===== src/pkg/srpc_pkg.sv =====
// Constants, types and field layout of the standby, reset and power block.
// Assumes a single clock domain (mclk) and an Avalon-MM register slave.
package srpc_pkg;

    // ==========================================================
    // Counter widths and taps
    localparam int PS_WIDTH = 11;
    localparam int BIT_WIDTH = 8;
    localparam int TAP_BASE = 3;
    localparam logic [2:0] SEL_TAP_TEN = 3'h7;
    localparam logic [31:0] POR_CYCLES = 32'h0008_0000;
    localparam int SYNC_STAGES = 2;

    // ==========================================================
    // Register offsets (byte addresses) and reset values
    localparam logic [4:0] OFF_CTRL = 5'h00;
    localparam logic [4:0] OFF_LVI = 5'h04;
    localparam logic [4:0] OFF_IRQ_STAT = 5'h08;
    localparam logic [4:0] OFF_IRQ_MASK = 5'h0c;
    localparam logic [4:0] OFF_STATE = 5'h10;
    localparam logic [2:0] RST_INTERVAL_SEL = 3'h7;
    localparam logic RST_PERIPH_EN = 1'b1;
    localparam logic [3:0] RST_IRQ_MASK = 4'h0;

    // ==========================================================
    // Control field positions and event bits
    localparam int CTRL_SEL_LSB = 0;
    localparam int CTRL_PCK_BIT = 3;
    localparam int EVT_WAKE = 0;
    localparam int EVT_REFUSED = 1;
    localparam int EVT_BROWNOUT = 2;
    localparam int EVT_POR_DONE = 3;
    localparam int EVT_COUNT = 4;

    // ==========================================================
    // Types
    typedef enum logic [4:0] {
        ST_RUN = 5'b00001,
        ST_SLEEP = 5'b00010,
        ST_STOP = 5'b00100,
        ST_STAB = 5'b01000,
        ST_POR = 5'b10000
    } srpc_state_t;

    typedef struct packed {
        logic porPulse;
        logic oscStarted;
        logic extResetB;
        logic supplyLow;
        logic belowHigh;
        logic belowLow;
    } srpc_pins_t;

    typedef struct packed {
        logic cpuClkEn;
        logic prescalerRun;
        logic intervalRun;
        logic periphClkEn;
        logic watchdogRun;
        logic timerRun;
    } srpc_clocks_t;

    typedef struct packed {
        logic oscRun;
        logic xoutHigh;
        logic xinLow;
        logic feedbackEn;
    } srpc_osc_t;

endpackage


===== src/srpc_ctrl.sv =====
// Standby, reset stretch, brownout and supply indicator controller.
// Assumes pins arrive asynchronous, CPU strobes arrive on mclk.
//
// Added by the designer: the Avalon-MM interface to the registers and the register offsets.
`timescale 1ns/1ps
module srpc_ctrl #(
    parameter int IRQ_COUNT = 8,
    parameter int BIT_WIDTH = srpc_pkg::BIT_WIDTH
) (
    // Clock, reset, enable
    input wire logic mclk,
    input wire logic rst_b,
    input wire logic clkEn,
    // Avalon-MM slave
    input wire logic [4:0] avsAddress,
    input wire logic avsRead,
    input wire logic avsWrite,
    input wire logic [31:0] avsWriteData,
    input wire logic [3:0] avsByteEnable,
    output logic [31:0] avsReadData,
    output logic avsWaitRequest,
    // Asynchronous pins
    input wire srpc_pkg::srpc_pins_t pins,
    // CPU side
    input wire logic sleepCmd,
    input wire logic stopCmd,
    input wire logic globalIrqEn,
    input wire logic [IRQ_COUNT-1:0] irqReq,
    input wire logic [IRQ_COUNT-1:0] irqEnable,
    output logic resumeNext,
    output logic vectorTake,
    output logic [$clog2(IRQ_COUNT)-1:0] vectorIndex,
    output logic sysReset,
    // Clocks, oscillator, ports
    output srpc_pkg::srpc_clocks_t clocks,
    output srpc_pkg::srpc_osc_t osc,
    output logic portsAllInput,
    output logic brownoutMode,
    output logic irq
);
    localparam int VW = $clog2(IRQ_COUNT);
    // Power-on length: carry period of tap ten times interval count
    localparam int POR_LOG2 = srpc_pkg::TAP_BASE
        + int'(srpc_pkg::SEL_TAP_TEN) + 1 + BIT_WIDTH;
    localparam logic [31:0] POR_LEN = 32'h1 << POR_LOG2;

    // ==========================================================
    // Helpers
    // Lowest pending enabled interrupt
    function automatic logic [VW-1:0] firstSet(
        input logic [IRQ_COUNT-1:0] v);
        logic [VW-1:0] idx;
        idx = '0;
        for (int i = IRQ_COUNT - 1; i >= 0; i--) begin
            if (v[i]) begin
                idx = VW'(i);
            end
        end
        return idx;
    endfunction

    // ==========================================================
    // Pin synchronisers
    srpc_pkg::srpc_pins_t pinMeta_q;
    srpc_pkg::srpc_pins_t pinSync_q;
    always_ff @(posedge mclk or negedge rst_b) begin
        if (!rst_b) begin
            // Reset pin idles high; a zero would fake a pin reset
            pinMeta_q <= '{extResetB: 1'b1, default: 1'b0};
            pinSync_q <= '{extResetB: 1'b1, default: 1'b0};
        end else if (clkEn) begin
            pinMeta_q <= pins;
            pinSync_q <= pinMeta_q;
        end
    end

    // ==========================================================
    // Registers and state
    srpc_pkg::srpc_state_t state_q, state_d;
    logic [2:0] intervalSel_q;
    logic periphEn_q;
    logic [1:0] lvi_q;
    logic [3:0] irqStat_q;
    logic [3:0] irqMask_q;
    logic brownout_q;
    logic stopWakeOk_q;
    logic [srpc_pkg::PS_WIDTH-1:0] psCnt_q;
    logic [BIT_WIDTH-1:0] bitCnt_q;
    logic tapPrev_q;
    logic ovfSeen_q;

    // Decoded conditions
    logic [IRQ_COUNT-1:0] pend;
    logic anyPend, extRstLow, porSeen, quiet;
    logic [3:0] tapIdx;
    logic tapNow, bitTick, bitOvf, psRun, bitRun;
    logic wakeSleep, wakeStop, refuse, lowEvt;
    logic [3:0] evt;

    assign pend = irqReq & irqEnable;
    assign anyPend = |pend;
    assign extRstLow = !pinSync_q.extResetB;
    assign porSeen = pinSync_q.porPulse;
    assign lowEvt = pinSync_q.supplyLow && !brownout_q;
    assign quiet = !extRstLow && !porSeen && !lowEvt;

    // Prescaler runs except in stop; waits for oscillation in power-on
    assign psRun = (state_q == srpc_pkg::ST_POR) ?
        (pinSync_q.oscStarted && !porSeen) :
        (state_q != srpc_pkg::ST_STOP);

    // Interval timer tap select, forced to tap ten in power-on
    assign tapIdx = (state_q == srpc_pkg::ST_POR) ?
        4'(srpc_pkg::TAP_BASE) + 4'(srpc_pkg::SEL_TAP_TEN) :
        4'(srpc_pkg::TAP_BASE) + {1'b0, intervalSel_q};
    assign tapNow = psCnt_q[tapIdx];
    assign bitRun = psRun && ((state_q != srpc_pkg::ST_SLEEP)
        || (intervalSel_q == srpc_pkg::SEL_TAP_TEN));
    // Carry out of the tap so the full count is a power of two
    assign bitTick = bitRun && tapPrev_q && !tapNow;
    assign bitOvf = bitTick && (&bitCnt_q);

    // Standby requests and wake conditions
    assign refuse = (state_q == srpc_pkg::ST_RUN)
        && (sleepCmd || stopCmd) && anyPend;
    assign wakeSleep = (state_q == srpc_pkg::ST_SLEEP) && anyPend;
    assign wakeStop = (state_q == srpc_pkg::ST_STOP) && anyPend
        && stopWakeOk_q && !brownout_q;

    // ==========================================================
    // Next state
    always_comb begin
        state_d = state_q;
        case (state_q)
            srpc_pkg::ST_RUN: begin
                if (!anyPend && stopCmd) begin
                    state_d = srpc_pkg::ST_STOP;
                end else if (!anyPend && sleepCmd) begin
                    state_d = srpc_pkg::ST_SLEEP;
                end
            end
            srpc_pkg::ST_SLEEP: begin
                if (wakeSleep) begin
                    state_d = srpc_pkg::ST_RUN;
                end
            end
            srpc_pkg::ST_STOP: begin
                if (wakeStop) begin
                    state_d = srpc_pkg::ST_STAB;
                end
            end
            srpc_pkg::ST_STAB: begin
                if (bitOvf && !extRstLow) begin
                    state_d = srpc_pkg::ST_RUN;
                end
            end
            srpc_pkg::ST_POR: begin
                if (bitOvf) begin
                    state_d = srpc_pkg::ST_RUN;
                end
            end
            default: begin
                state_d = srpc_pkg::ST_POR;
            end
        endcase
        // Supply drop parks the device in stop
        if (lowEvt) begin
            state_d = srpc_pkg::ST_STOP;
        end
        // External reset; stop needs the stabilization interval
        if (extRstLow) begin
            state_d = (state_q == srpc_pkg::ST_STOP
                || state_q == srpc_pkg::ST_STAB) ?
                srpc_pkg::ST_STAB : srpc_pkg::ST_RUN;
        end
        if (porSeen) begin
            state_d = srpc_pkg::ST_POR;
        end
    end

    // State register
    always_ff @(posedge mclk or negedge rst_b) begin
        if (!rst_b) begin
            state_q <= srpc_pkg::ST_POR;
        end else if (clkEn) begin
            state_q <= state_d;
        end
    end

    // ==========================================================
    // Prescaler and interval timer
    always_ff @(posedge mclk or negedge rst_b) begin
        if (!rst_b) begin
            psCnt_q <= '0;
            tapPrev_q <= 1'b0;
        end else if (clkEn) begin
            if (porSeen) begin
                psCnt_q <= '0;
                tapPrev_q <= 1'b0;
            end else if (psRun) begin
                psCnt_q <= psCnt_q + 1'b1;
                tapPrev_q <= tapNow;
            end
        end
    end

    // Interval counter cleared at stop entry and on resets
    always_ff @(posedge mclk or negedge rst_b) begin
        if (!rst_b) begin
            bitCnt_q <= '0;
            ovfSeen_q <= 1'b0;
        end else if (clkEn) begin
            if (porSeen || extRstLow
                || state_d == srpc_pkg::ST_STOP) begin
                bitCnt_q <= '0;
                ovfSeen_q <= 1'b0;
            end else if (bitTick) begin
                bitCnt_q <= bitCnt_q + 1'b1;
                ovfSeen_q <= ovfSeen_q | bitOvf;
            end
        end
    end

    // ==========================================================
    // Brownout mode and stop-release qualification
    always_ff @(posedge mclk or negedge rst_b) begin
        if (!rst_b) begin
            brownout_q <= 1'b0;
            stopWakeOk_q <= 1'b0;
        end else if (clkEn) begin
            if (extRstLow || porSeen) begin
                brownout_q <= 1'b0;
            end else if (lowEvt) begin
                brownout_q <= 1'b1;
            end
            if (state_q == srpc_pkg::ST_RUN && stopCmd) begin
                stopWakeOk_q <= periphEn_q
                    || (intervalSel_q == srpc_pkg::SEL_TAP_TEN);
            end
        end
    end

    // ==========================================================
    // Supply indicator follows comparators both ways
    always_ff @(posedge mclk or negedge rst_b) begin
        if (!rst_b) begin
            lvi_q <= 2'h0;
        end else if (clkEn) begin
            lvi_q <= {pinSync_q.belowLow, pinSync_q.belowHigh};
        end
    end

    // ==========================================================
    // Avalon slave: one wait cycle, then answer
    logic acc, wrHit;
    logic [31:0] rdMux;
    assign acc = avsRead || avsWrite;
    assign wrHit = avsWrite && !avsWaitRequest && avsByteEnable[0];
    always_comb begin
        rdMux = 32'h0000_0000;
        case (avsAddress)
            srpc_pkg::OFF_CTRL: rdMux[3:0] = {periphEn_q, intervalSel_q};
            srpc_pkg::OFF_LVI: rdMux[1:0] = lvi_q;
            srpc_pkg::OFF_IRQ_STAT: rdMux[3:0] = irqStat_q;
            srpc_pkg::OFF_IRQ_MASK: rdMux[3:0] = irqMask_q;
            srpc_pkg::OFF_STATE: rdMux[5:0] = {brownout_q, state_q};
            default: rdMux = 32'h0000_0000;
        endcase
    end

    // Bus handshake
    always_ff @(posedge mclk or negedge rst_b) begin
        if (!rst_b) begin
            avsWaitRequest <= 1'b1;
            avsReadData <= 32'h0000_0000;
        end else if (clkEn) begin
            avsWaitRequest <= !(acc && avsWaitRequest);
            if (avsRead && avsWaitRequest) begin
                avsReadData <= rdMux;
            end
        end
    end

    // Control and mask writes; release forces peripheral clock on
    always_ff @(posedge mclk or negedge rst_b) begin
        if (!rst_b) begin
            intervalSel_q <= srpc_pkg::RST_INTERVAL_SEL;
            periphEn_q <= srpc_pkg::RST_PERIPH_EN;
            irqMask_q <= srpc_pkg::RST_IRQ_MASK;
        end else if (clkEn) begin
            if (wrHit && avsAddress == srpc_pkg::OFF_CTRL) begin
                intervalSel_q <= avsWriteData[2:0];
                periphEn_q <= avsWriteData[srpc_pkg::CTRL_PCK_BIT];
            end else if (wakeStop || extRstLow) begin
                periphEn_q <= 1'b1;
            end
            if (wrHit && avsAddress == srpc_pkg::OFF_IRQ_MASK) begin
                irqMask_q <= avsWriteData[3:0];
            end
        end
    end

    // Sticky events, write one to clear, set wins
    assign evt = {state_q == srpc_pkg::ST_POR && bitOvf, lowEvt,
        refuse, wakeSleep || (state_q == srpc_pkg::ST_STAB && bitOvf)};
    always_ff @(posedge mclk or negedge rst_b) begin
        if (!rst_b) begin
            irqStat_q <= 4'h0;
            irq <= 1'b0;
        end else if (clkEn) begin
            irqStat_q <= (irqStat_q & ~((wrHit && avsAddress
                == srpc_pkg::OFF_IRQ_STAT) ? avsWriteData[3:0] : 4'h0))
                | evt;
            irq <= |(irqStat_q & irqMask_q);
        end
    end

    // ==========================================================
    // Resume actions: vector or continue
    always_ff @(posedge mclk or negedge rst_b) begin
        if (!rst_b) begin
            resumeNext <= 1'b0;
            vectorTake <= 1'b0;
            vectorIndex <= '0;
        end else if (clkEn) begin
            resumeNext <= quiet && (wakeSleep || wakeStop)
                && !globalIrqEn;
            vectorTake <= quiet && (wakeSleep || wakeStop)
                && globalIrqEn;
            if (quiet && (wakeSleep || wakeStop)) begin
                vectorIndex <= firstSet(pend);
            end
        end
    end

    // Clock and oscillator outputs from next state; periphClkEn from periphEn_q, ports from brownout
    always_ff @(posedge mclk or negedge rst_b) begin
        if (!rst_b) begin
            clocks <= '0;
            osc <= '{oscRun: 1'b1, xoutHigh: 1'b0, xinLow: 1'b0,
                feedbackEn: 1'b1};
            sysReset <= 1'b1;
            portsAllInput <= 1'b0;
            brownoutMode <= 1'b0;
        end else if (clkEn) begin
            clocks.cpuClkEn <= (state_d == srpc_pkg::ST_RUN);
            clocks.prescalerRun <= (state_d != srpc_pkg::ST_STOP);
            clocks.intervalRun <= (state_d != srpc_pkg::ST_STOP)
                && (state_d != srpc_pkg::ST_SLEEP
                || intervalSel_q == srpc_pkg::SEL_TAP_TEN);
            clocks.periphClkEn <= periphEn_q;
            clocks.watchdogRun <= (state_d == srpc_pkg::ST_RUN);
            clocks.timerRun <= (state_d == srpc_pkg::ST_RUN)
                && periphEn_q;
            osc.oscRun <= (state_d != srpc_pkg::ST_STOP);
            osc.xoutHigh <= (state_d == srpc_pkg::ST_STOP);
            osc.xinLow <= (state_d == srpc_pkg::ST_STOP);
            osc.feedbackEn <= (state_d != srpc_pkg::ST_STOP);
            sysReset <= (state_d == srpc_pkg::ST_POR)
                || extRstLow || porSeen;
            portsAllInput <= lowEvt || (brownout_q
                && !extRstLow && !porSeen);
            brownoutMode <= lowEvt || (brownout_q
                && !extRstLow && !porSeen);
        end
    end

    logic [31:0] porCycles_q;
    always_ff @(posedge mclk or negedge rst_b) begin
        if (!rst_b) begin
            porCycles_q <= 32'h0;
        end else if (clkEn) begin
            if (state_q != srpc_pkg::ST_POR || porSeen) begin
                porCycles_q <= 32'h0;
            end else if (psRun) begin
                porCycles_q <= porCycles_q + 32'h1;
            end
        end
    end
endmodule


===== config.mk =====
export PLATFORM = sky130hd
export DESIGN_NAME = srpc_ctrl
export DESIGN_NICKNAME = d
export VERILOG_FILES = /design/src/pkg/srpc_pkg.sv /design/src/srpc_ctrl.sv
export SDC_FILE = /design/constraint.sdc
export NUM_CORES = 1
export LEC_CHECK = 0
export ABC_AREA = 1
export BUFFER_PORTS_ARGS = -buffer_cell sky130_fd_sc_hd__clkbuf_2
export CAP_MARGIN = 20
export CORE_ASPECT_RATIO = 1.4
export CORE_MARGIN = 3
export CORE_UTILIZATION = 30
export DETAILED_ROUTE_END_ITERATION = 6
export GPL_ROUTABILITY_DRIVEN = 0
export SLEW_MARGIN = 20
export SYNTH_ARGS = -nofsm -noshare
export SYNTH_HDL_FRONTEND = slang
export SYNTH_SLANG_ARGS = --single-unit
export TNS_END_PERCENT = 10

===== constraint.sdc =====
create_clock -name mclk -period 4.8 [get_ports mclk]
set_input_delay 0.72 -clock mclk [delete_from_list [all_inputs] [get_ports mclk]]
set_output_delay 0.72 -clock mclk [all_outputs]
set_load 0.01 [all_outputs]

==> results of run 1 <==
-- where the power goes --
group | switching, mW | leakage, nW | total [mW] | internal (mW)
Combinational | 0.239 | 1.40 | 0.367 | 0.128
Clock | 0.263 | 0.156 | 0.730 | 0.468
Sequential | 0.0595 | 0.950 | 0.772 | 0.712
Total | 0.562 | 2.50 | 1.87 | 1.31
-- logic make-up (layout without fill, tap and decap cells) --
family | after synthesis | after routing
AND/OR/NAND/NOR | 266 | 266
buffers and inverters | 109 | 154
AO/OA/AOI/OAI | 93 | 93
flip-flops | 75 | 75
adder cells (fa/ha/maj) | 4 | 4
XOR/XNOR | 2 | 2
other | 1 | 26
-- area by class of cell --
cell class / instances / area, µm²
Inverter: 71 / 267
Timing Repair Buffer: 67 / 343
Tap cell: 185 / 231
Clock buffer: 11 / 243
Sequential cell: 75 / 1890
Clock inverter: 5 / 77.6
Fill cell: 1496 / 8950
Multi-Input combinational cell: 391 / 1980
-- placed cells by master, fill, tap and decap left out, types with 10 or more instances in the layout --
cell type,instances
nand2_1,147
dfrtp_1,65
clkbuf_2,64
inv_1,60
nor2_1,46
o21ai_0,37
nand3_1,31
conb_1,26
a21oi_1,19
dfstp_2,10
-- final timing paths --
| kind | start | endpoint | depth (start not counted) |
|---|---|---|---|
| max | intervalSel_q[0] | bitCnt_q[0] | 12 |
| min | pinMeta_q[3] | pinMeta_q[3] | 2 |
| max reg2reg | intervalSel_q[0] | bitCnt_q[0] | 12 |
| min reg2reg | pinMeta_q[3] | pinMeta_q[3] | 2 |
| max in group asynchronous | rst_b | psCnt_q[8] | 1 |
| min in group asynchronous | rst_b | pinMeta_q[1] | 1 |
-- flip-flops by register name (all words and copies together), names as in the netlist, 2 cells and up --
signal / count
psCnt_q: 11
bitCnt_q: 8
avsReadData: 6
pinMeta_q: 6
clocks: 5
pinSync_q: 5
state_q: 5
irqMask_q: 4
irqStat_q: 4
intervalSel_q: 3
vectorIndex: 3
lvi_q: 2
osc: 2
-- routing by layer --
layer,GRT usage,up-vias
li1,-,1858
met1,0.160,1648
met2,0.225,109
met3,0.0288,18
met4,0.0595,0
met5,0,-
-- worst min-delay path, stage by stage (launching register included) --
cell     delay [ns]
dfstp_2        0.36
nand2_1        0.05
nand2_1        0.04
==> flow_metrics.py, run 1 <==
metrics = {
    "route": {
        "antenna_left": 0,
        "wl_met2_um": 4950,
        "drt-total-wl_um": 10000,
        "post_drt_via_cell_ratio": 4.51,
        "m1WireLength_um": 4220,
        "drc": 0,
        "vias": 3633,
        "highest_layer": "met4",
        "first_pass_iters": 4,
        "dr_wl_met3_um": 597,
        "drt-initial-drc-count": 134,
        "wire_per_inst_um": 12.4,
    },
    "floorplan": {
        "core_area_mm2": 0.0140,
        "rows": 51,
        "dieArea_mm2": 0.0158,
        "initial_core_util": 0.308,
        "die_w_um": 107,
        "io_pins": 123,
        "die_y_um": 148,
    },
    "synthesis": {
        "yosysUniqueCellTypes": 54,
        "yosysMostFrequentCell": "nand2_1",
        "synthCells": 550,
        "ys_ff_latch": 75,
        "muxShareOfSynthArea": 0,
        "synth_compound_area_frac": 0.132,
        "synth_seq_area_share": 0.439,
        "avgSynthCellArea_um2": 7.82,
        "synthTopCellsByArea": "dfrtp_1, nand2_1, dfstp_2, buf_4, inv_1",
        "synth_commonest_cells": "nand2_1, dfrtp_1, inv_1",
        "yosys.area.top_type_share": 0.378,
        "synth_area_leader_cell": "dfrtp_1",
        "synth_top_family_by_area": "simple AND/OR/NAND/NOR gates",
        "synthXorXnorAreaFrac": 0.00407,
        "async_reset_ff_frac": 1.00,
        "synth_edf_count": 0,
        "synthFlopType": "dfrtp_1",
        "synth_warnings": 0,
        "synth_fa_ha_area_frac": 0.0116,
        "syn-cell-area_mm2": 0.00430,
        "synth_simple_gate_area_frac": 0.289,
    },
    "clock_tree": {
        "numCtsBuffers": 9,
        "cts_tree": "done",
        "cts.clk_slew.worst_paths_ns": 0.06,
        "clk_path_buf_depth": 2,
        "cts.sinks": 75,
        "post_cts_buffers": 0,
        "ctsResizeCount": 0,
        "ctsHoldBuffers": 0,
        "htreeDepth": 3,
        "clock_latency_ns": 0.34,
        "cts_root_buffer": "clkbuf_16",
    },
    "global_routing": {
        "grt_util_all_layers": 0.133,
        "grt_pass1_wl_um": 16600,
        "grt-ovfl-total": 0,
        "grt_pass1_vias": 3456,
        "grt_max_degree": 76,
        "antenna_found_initial": 0,
    },
    "power": {
        "p_total_mw": 1.87,
        "peakVddDrop_uv": 130,
        "power.leakage_nw": 2.50,
        "power.density_mw_per_mm2": 372,
    },
    "sta": {
        "finalSetupTns_ns": 0,
        "fin_ws_ns": 2.38,
        "setup_violations": 0,
        "hold_ws_ns": 0.463,
        "fin_crit_sh": 0.504,
        "finalCriticalPeriod_ns": 2.42,
        "drv_slew": 0,
        "clock_skew_ns": 0.00766,
        "hold_viol": 0,
        "rsz0062_at_grt": "no",
        "slew_headroom": 0.362,
        "worst-slew-pin-transition_ns": 0.956,
        "max_freq_mhz": 414,
    },
    "critical_path": {
        "required_ns": 5.06,
        "path_class": "reg -> reg",
        "crit_fanout": 16,
        "worst-r2r-setup-slack_ns": 2.38,
        "cp.arrival_ns": 2.68,
        "worstSetupEndpointType": "register",
        "critical-path-max-stage-delay_ns": 0.57,
        "cp_top_family": "compound AO/OA/AOI/OAI gates",
        "path_cells": "inv_1 -> ha_1 -> nand2_4 -> nor2_1 -> nand2_1 -> nand3_1 -> nand3_2 -> nand3_2 -> inv_2 -> o21ai_4 -> a21oi_1 -> a21oi_1",
        "crit_buf_inv": 2,
        "slowest_stage": "dfstp_2",
        "cp-start-kind": "register",
    },
    "layout": {
        "final_nets": 690,
        "final_cell_area_mm2": 0.00503,
        "fin_cells": 805,
        "final_util": 0.360,
        "drive_above_1_share": 0.216,
        "areaGrowthSynthToFinish_pct": 16.9,
        "n_antenna_cell": 0,
    },
    "job": {
        "maxCapViolCount": 0,
    },
    "placement": {
        "placedCellCount": 789,
        "post_dp_cell_area_mm2": 0.00471,
        "place_hpwl_um": 7540,
        "place_ws_ns": 2.18,
        "io_buffers": 65,
    },
    "run_status": {
        "status": "finished, final reports clean",
    },
    "min_path": {
        "holdCritPathClass": "reg -> reg",
    },
}
Power figures use the tool's default switching activity.
==> run 2, diff against run 1 <==
clock period = 2.38 ns   (was 4.8 ns; I/O delays follow)
==> flow_metrics.py, run 2 (synthesis gave the netlist of run 1 again) <==
metrics = {
    "sta": {
        "clock_skew_ns": 0.00512,
        "slew_headroom": 0.614,
        "setup_violations": 0,
        "worst-slew-pin-transition_ns": 0.579,
        "fin_ws_ns": 0.234,
        "hold_ws_ns": 0.0175,
        "hold_viol": 0,
        "finalCriticalPeriod_ns": 2.15,
        "rsz0062_at_grt": "no",
        "finalSetupTns_ns": 0,
        "max_freq_mhz": 466,
        "fin_crit_sh": 0.902,
        "drv_slew": 0,
    },
    "critical_path": {
        "r2r-start": "intervalSel_q[0]",
        "path_class": "reg -> reg",
        "crit_cells": 12,
        "cp-start-kind": "register",
        "crit_path_start": "intervalSel_q[0]",
        "worstSetupEndpointType": "register",
        "critical-path-max-stage-delay_ns": 0.56,
        "slowest_stage": "dfstp_2",
        "crit_fanout": 5,
        "cp.arrival_ns": 2.40,
        "path_cells": "inv_1 -> ha_1 -> xnor2_1 -> nand2_1 -> inv_1 -> nand3_1 -> nand3_2 -> nand4_1 -> buf_4 -> o21ai_0 -> o21ai_1 -> o21ai_0",
        "cp_top_family": "flip-flops",
        "required_ns": 2.64,
        "ff2ff_path_depth": 12,
        "crit_buf_inv": 3,
    },
    "power": {
        "power.density_mw_per_mm2": 723,
        "peakVddDrop_uv": 396,
        "p_total_mw": 3.68,
        "power.leakage_nw": 2.54,
    },
    "floorplan": {
        "rows": 51,
        "die_y_um": 148,
        "dieArea_mm2": 0.0158,
        "initial_core_util": 0.308,
        "io_pins": 123,
        "die_w_um": 107,
        "core_area_mm2": 0.0140,
    },
    "placement": {
        "place_ws_ns": 0.251,
        "place_hpwl_um": 7750,
        "placedCellCount": 796,
        "post_dp_cell_area_mm2": 0.00478,
        "io_buffers": 65,
    },
    "clock_tree": {
        "numCtsBuffers": 9,
        "ctsHoldBuffers": 0,
        "cts_tree": "done",
        "cts_root_buffer": "clkbuf_16",
        "cts.sinks": 75,
        "htreeDepth": 3,
        "cts.clk_slew.worst_paths_ns": 0.06,
        "clk_path_buf_depth": 2,
        "clock_latency_ns": 0.34,
    },
    "global_routing": {
        "grt_util_all_layers": 0.132,
        "grt_pass1_vias": 3414,
        "grt-ovfl-total": 0,
        "grt_pass1_wl_um": 16500,
        "antenna_found_initial": 0,
        "grt_max_degree": 45,
    },
    "layout": {
        "n_antenna_cell": 0,
        "fillers": 1496,
        "final_nets": 698,
        "final_util": 0.364,
        "regMostFlops": "psCnt_q",
        "multi_input_area_mm2": 0.00198,
        "areaGrowthSynthToFinish_pct": 18.4,
        "drive_above_1_share": 0.228,
        "layout_commonest_cell": "nand2_1",
        "layout.area.seq_mm2": 0.00189,
        "largest_reg_flops": 11,
        "final_cell_area_mm2": 0.00509,
        "reg_top3": "psCnt_q x11, bitCnt_q x8",
        "fin_cells": 813,
        "layout_common_cells": "nand2_1, dfrtp_1, clkbuf_2",
    },
    "run_status": {
        "status": "finished, final reports clean",
    },
    "route": {
        "drt-initial-drc-count": 193,
        "vias": 3632,
        "wire_per_inst_um": 12.3,
        "drc": 0,
        "antenna_left": 0,
        "drt-total-wl_um": 9990,
        "first_pass_iters": 5,
        "post_drt_via_cell_ratio": 4.47,
    },
    "min_path": {
        "holdCritPathClass": "in -> async",
    },
    "job": {
        "maxCapViolCount": 0,
    },
}
-- run 2: worst register-to-register path, stage by stage (launching register included) --
cell and delay [ns]:
dfstp_2 0.56, inv_1 0.06, ha_1 0.20, xnor2_1 0.14
nand2_1 0.12, inv_1 0.08, nand3_1 0.08, nand3_2 0.11
nand4_1 0.12, buf_4 0.17, o21ai_0 0.25, o21ai_1 0.09
o21ai_0 0.08
-- run 2: cell type report --
| cell class | count | area share |
|---|---|---|
| clock buffers | 11 | 0.0477 |
| clock inverters | 5 | 0.0103 |
| inverters | 71 | 0.0523 |
| multi-input cells | 391 | 0.389 |
| flip-flops and latches | 75 | 0.371 |
| well taps | 185 | 0.0455 |
| repair buffers | 75 | 0.0841 |
-- run 2: timing repair --
| action | CTS | global route |
|---|---|---|
| endpoints found under the setup margin | 0 | 2 |
| buffers inserted | 0 | 1 |
| gates resized for setup | 0 | 1 |
| endpoints found under the hold margin | 0 | 0 |
-- run 2: path summary, 6_finish.rpt --
kind,to,slack (ns)
max,irqStat_q[0],0.23
min,pinMeta_q[1],0.02
max reg2reg,irqStat_q[0],0.23
min reg2reg,osc[3],0.47
max in group asynchronous,intervalSel_q[0],1.72
min in group mclk,pinMeta_q[3],0.21
-- run 2: per-layer routing --
metal / global-route usage / part of all wire / up-vias
met4: 0.0441 / 0.016 / 0
met5: 0 / 0 / -
met3: 0.0310 / 0.057 / 7
met2: 0.229 / 0.50 / 102
met1: 0.160 / 0.43 / 1654
li1: - / - / 1869
-- run 2: power breakdown --
| part | internal [mW] | switching (mW) |
|---|---|---|
| Sequential | 1.44 | 0.122 |
| Combinational | 0.276 | 0.489 |
| Clock | 0.834 | 0.523 |
| Total | 2.55 | 1.13 |
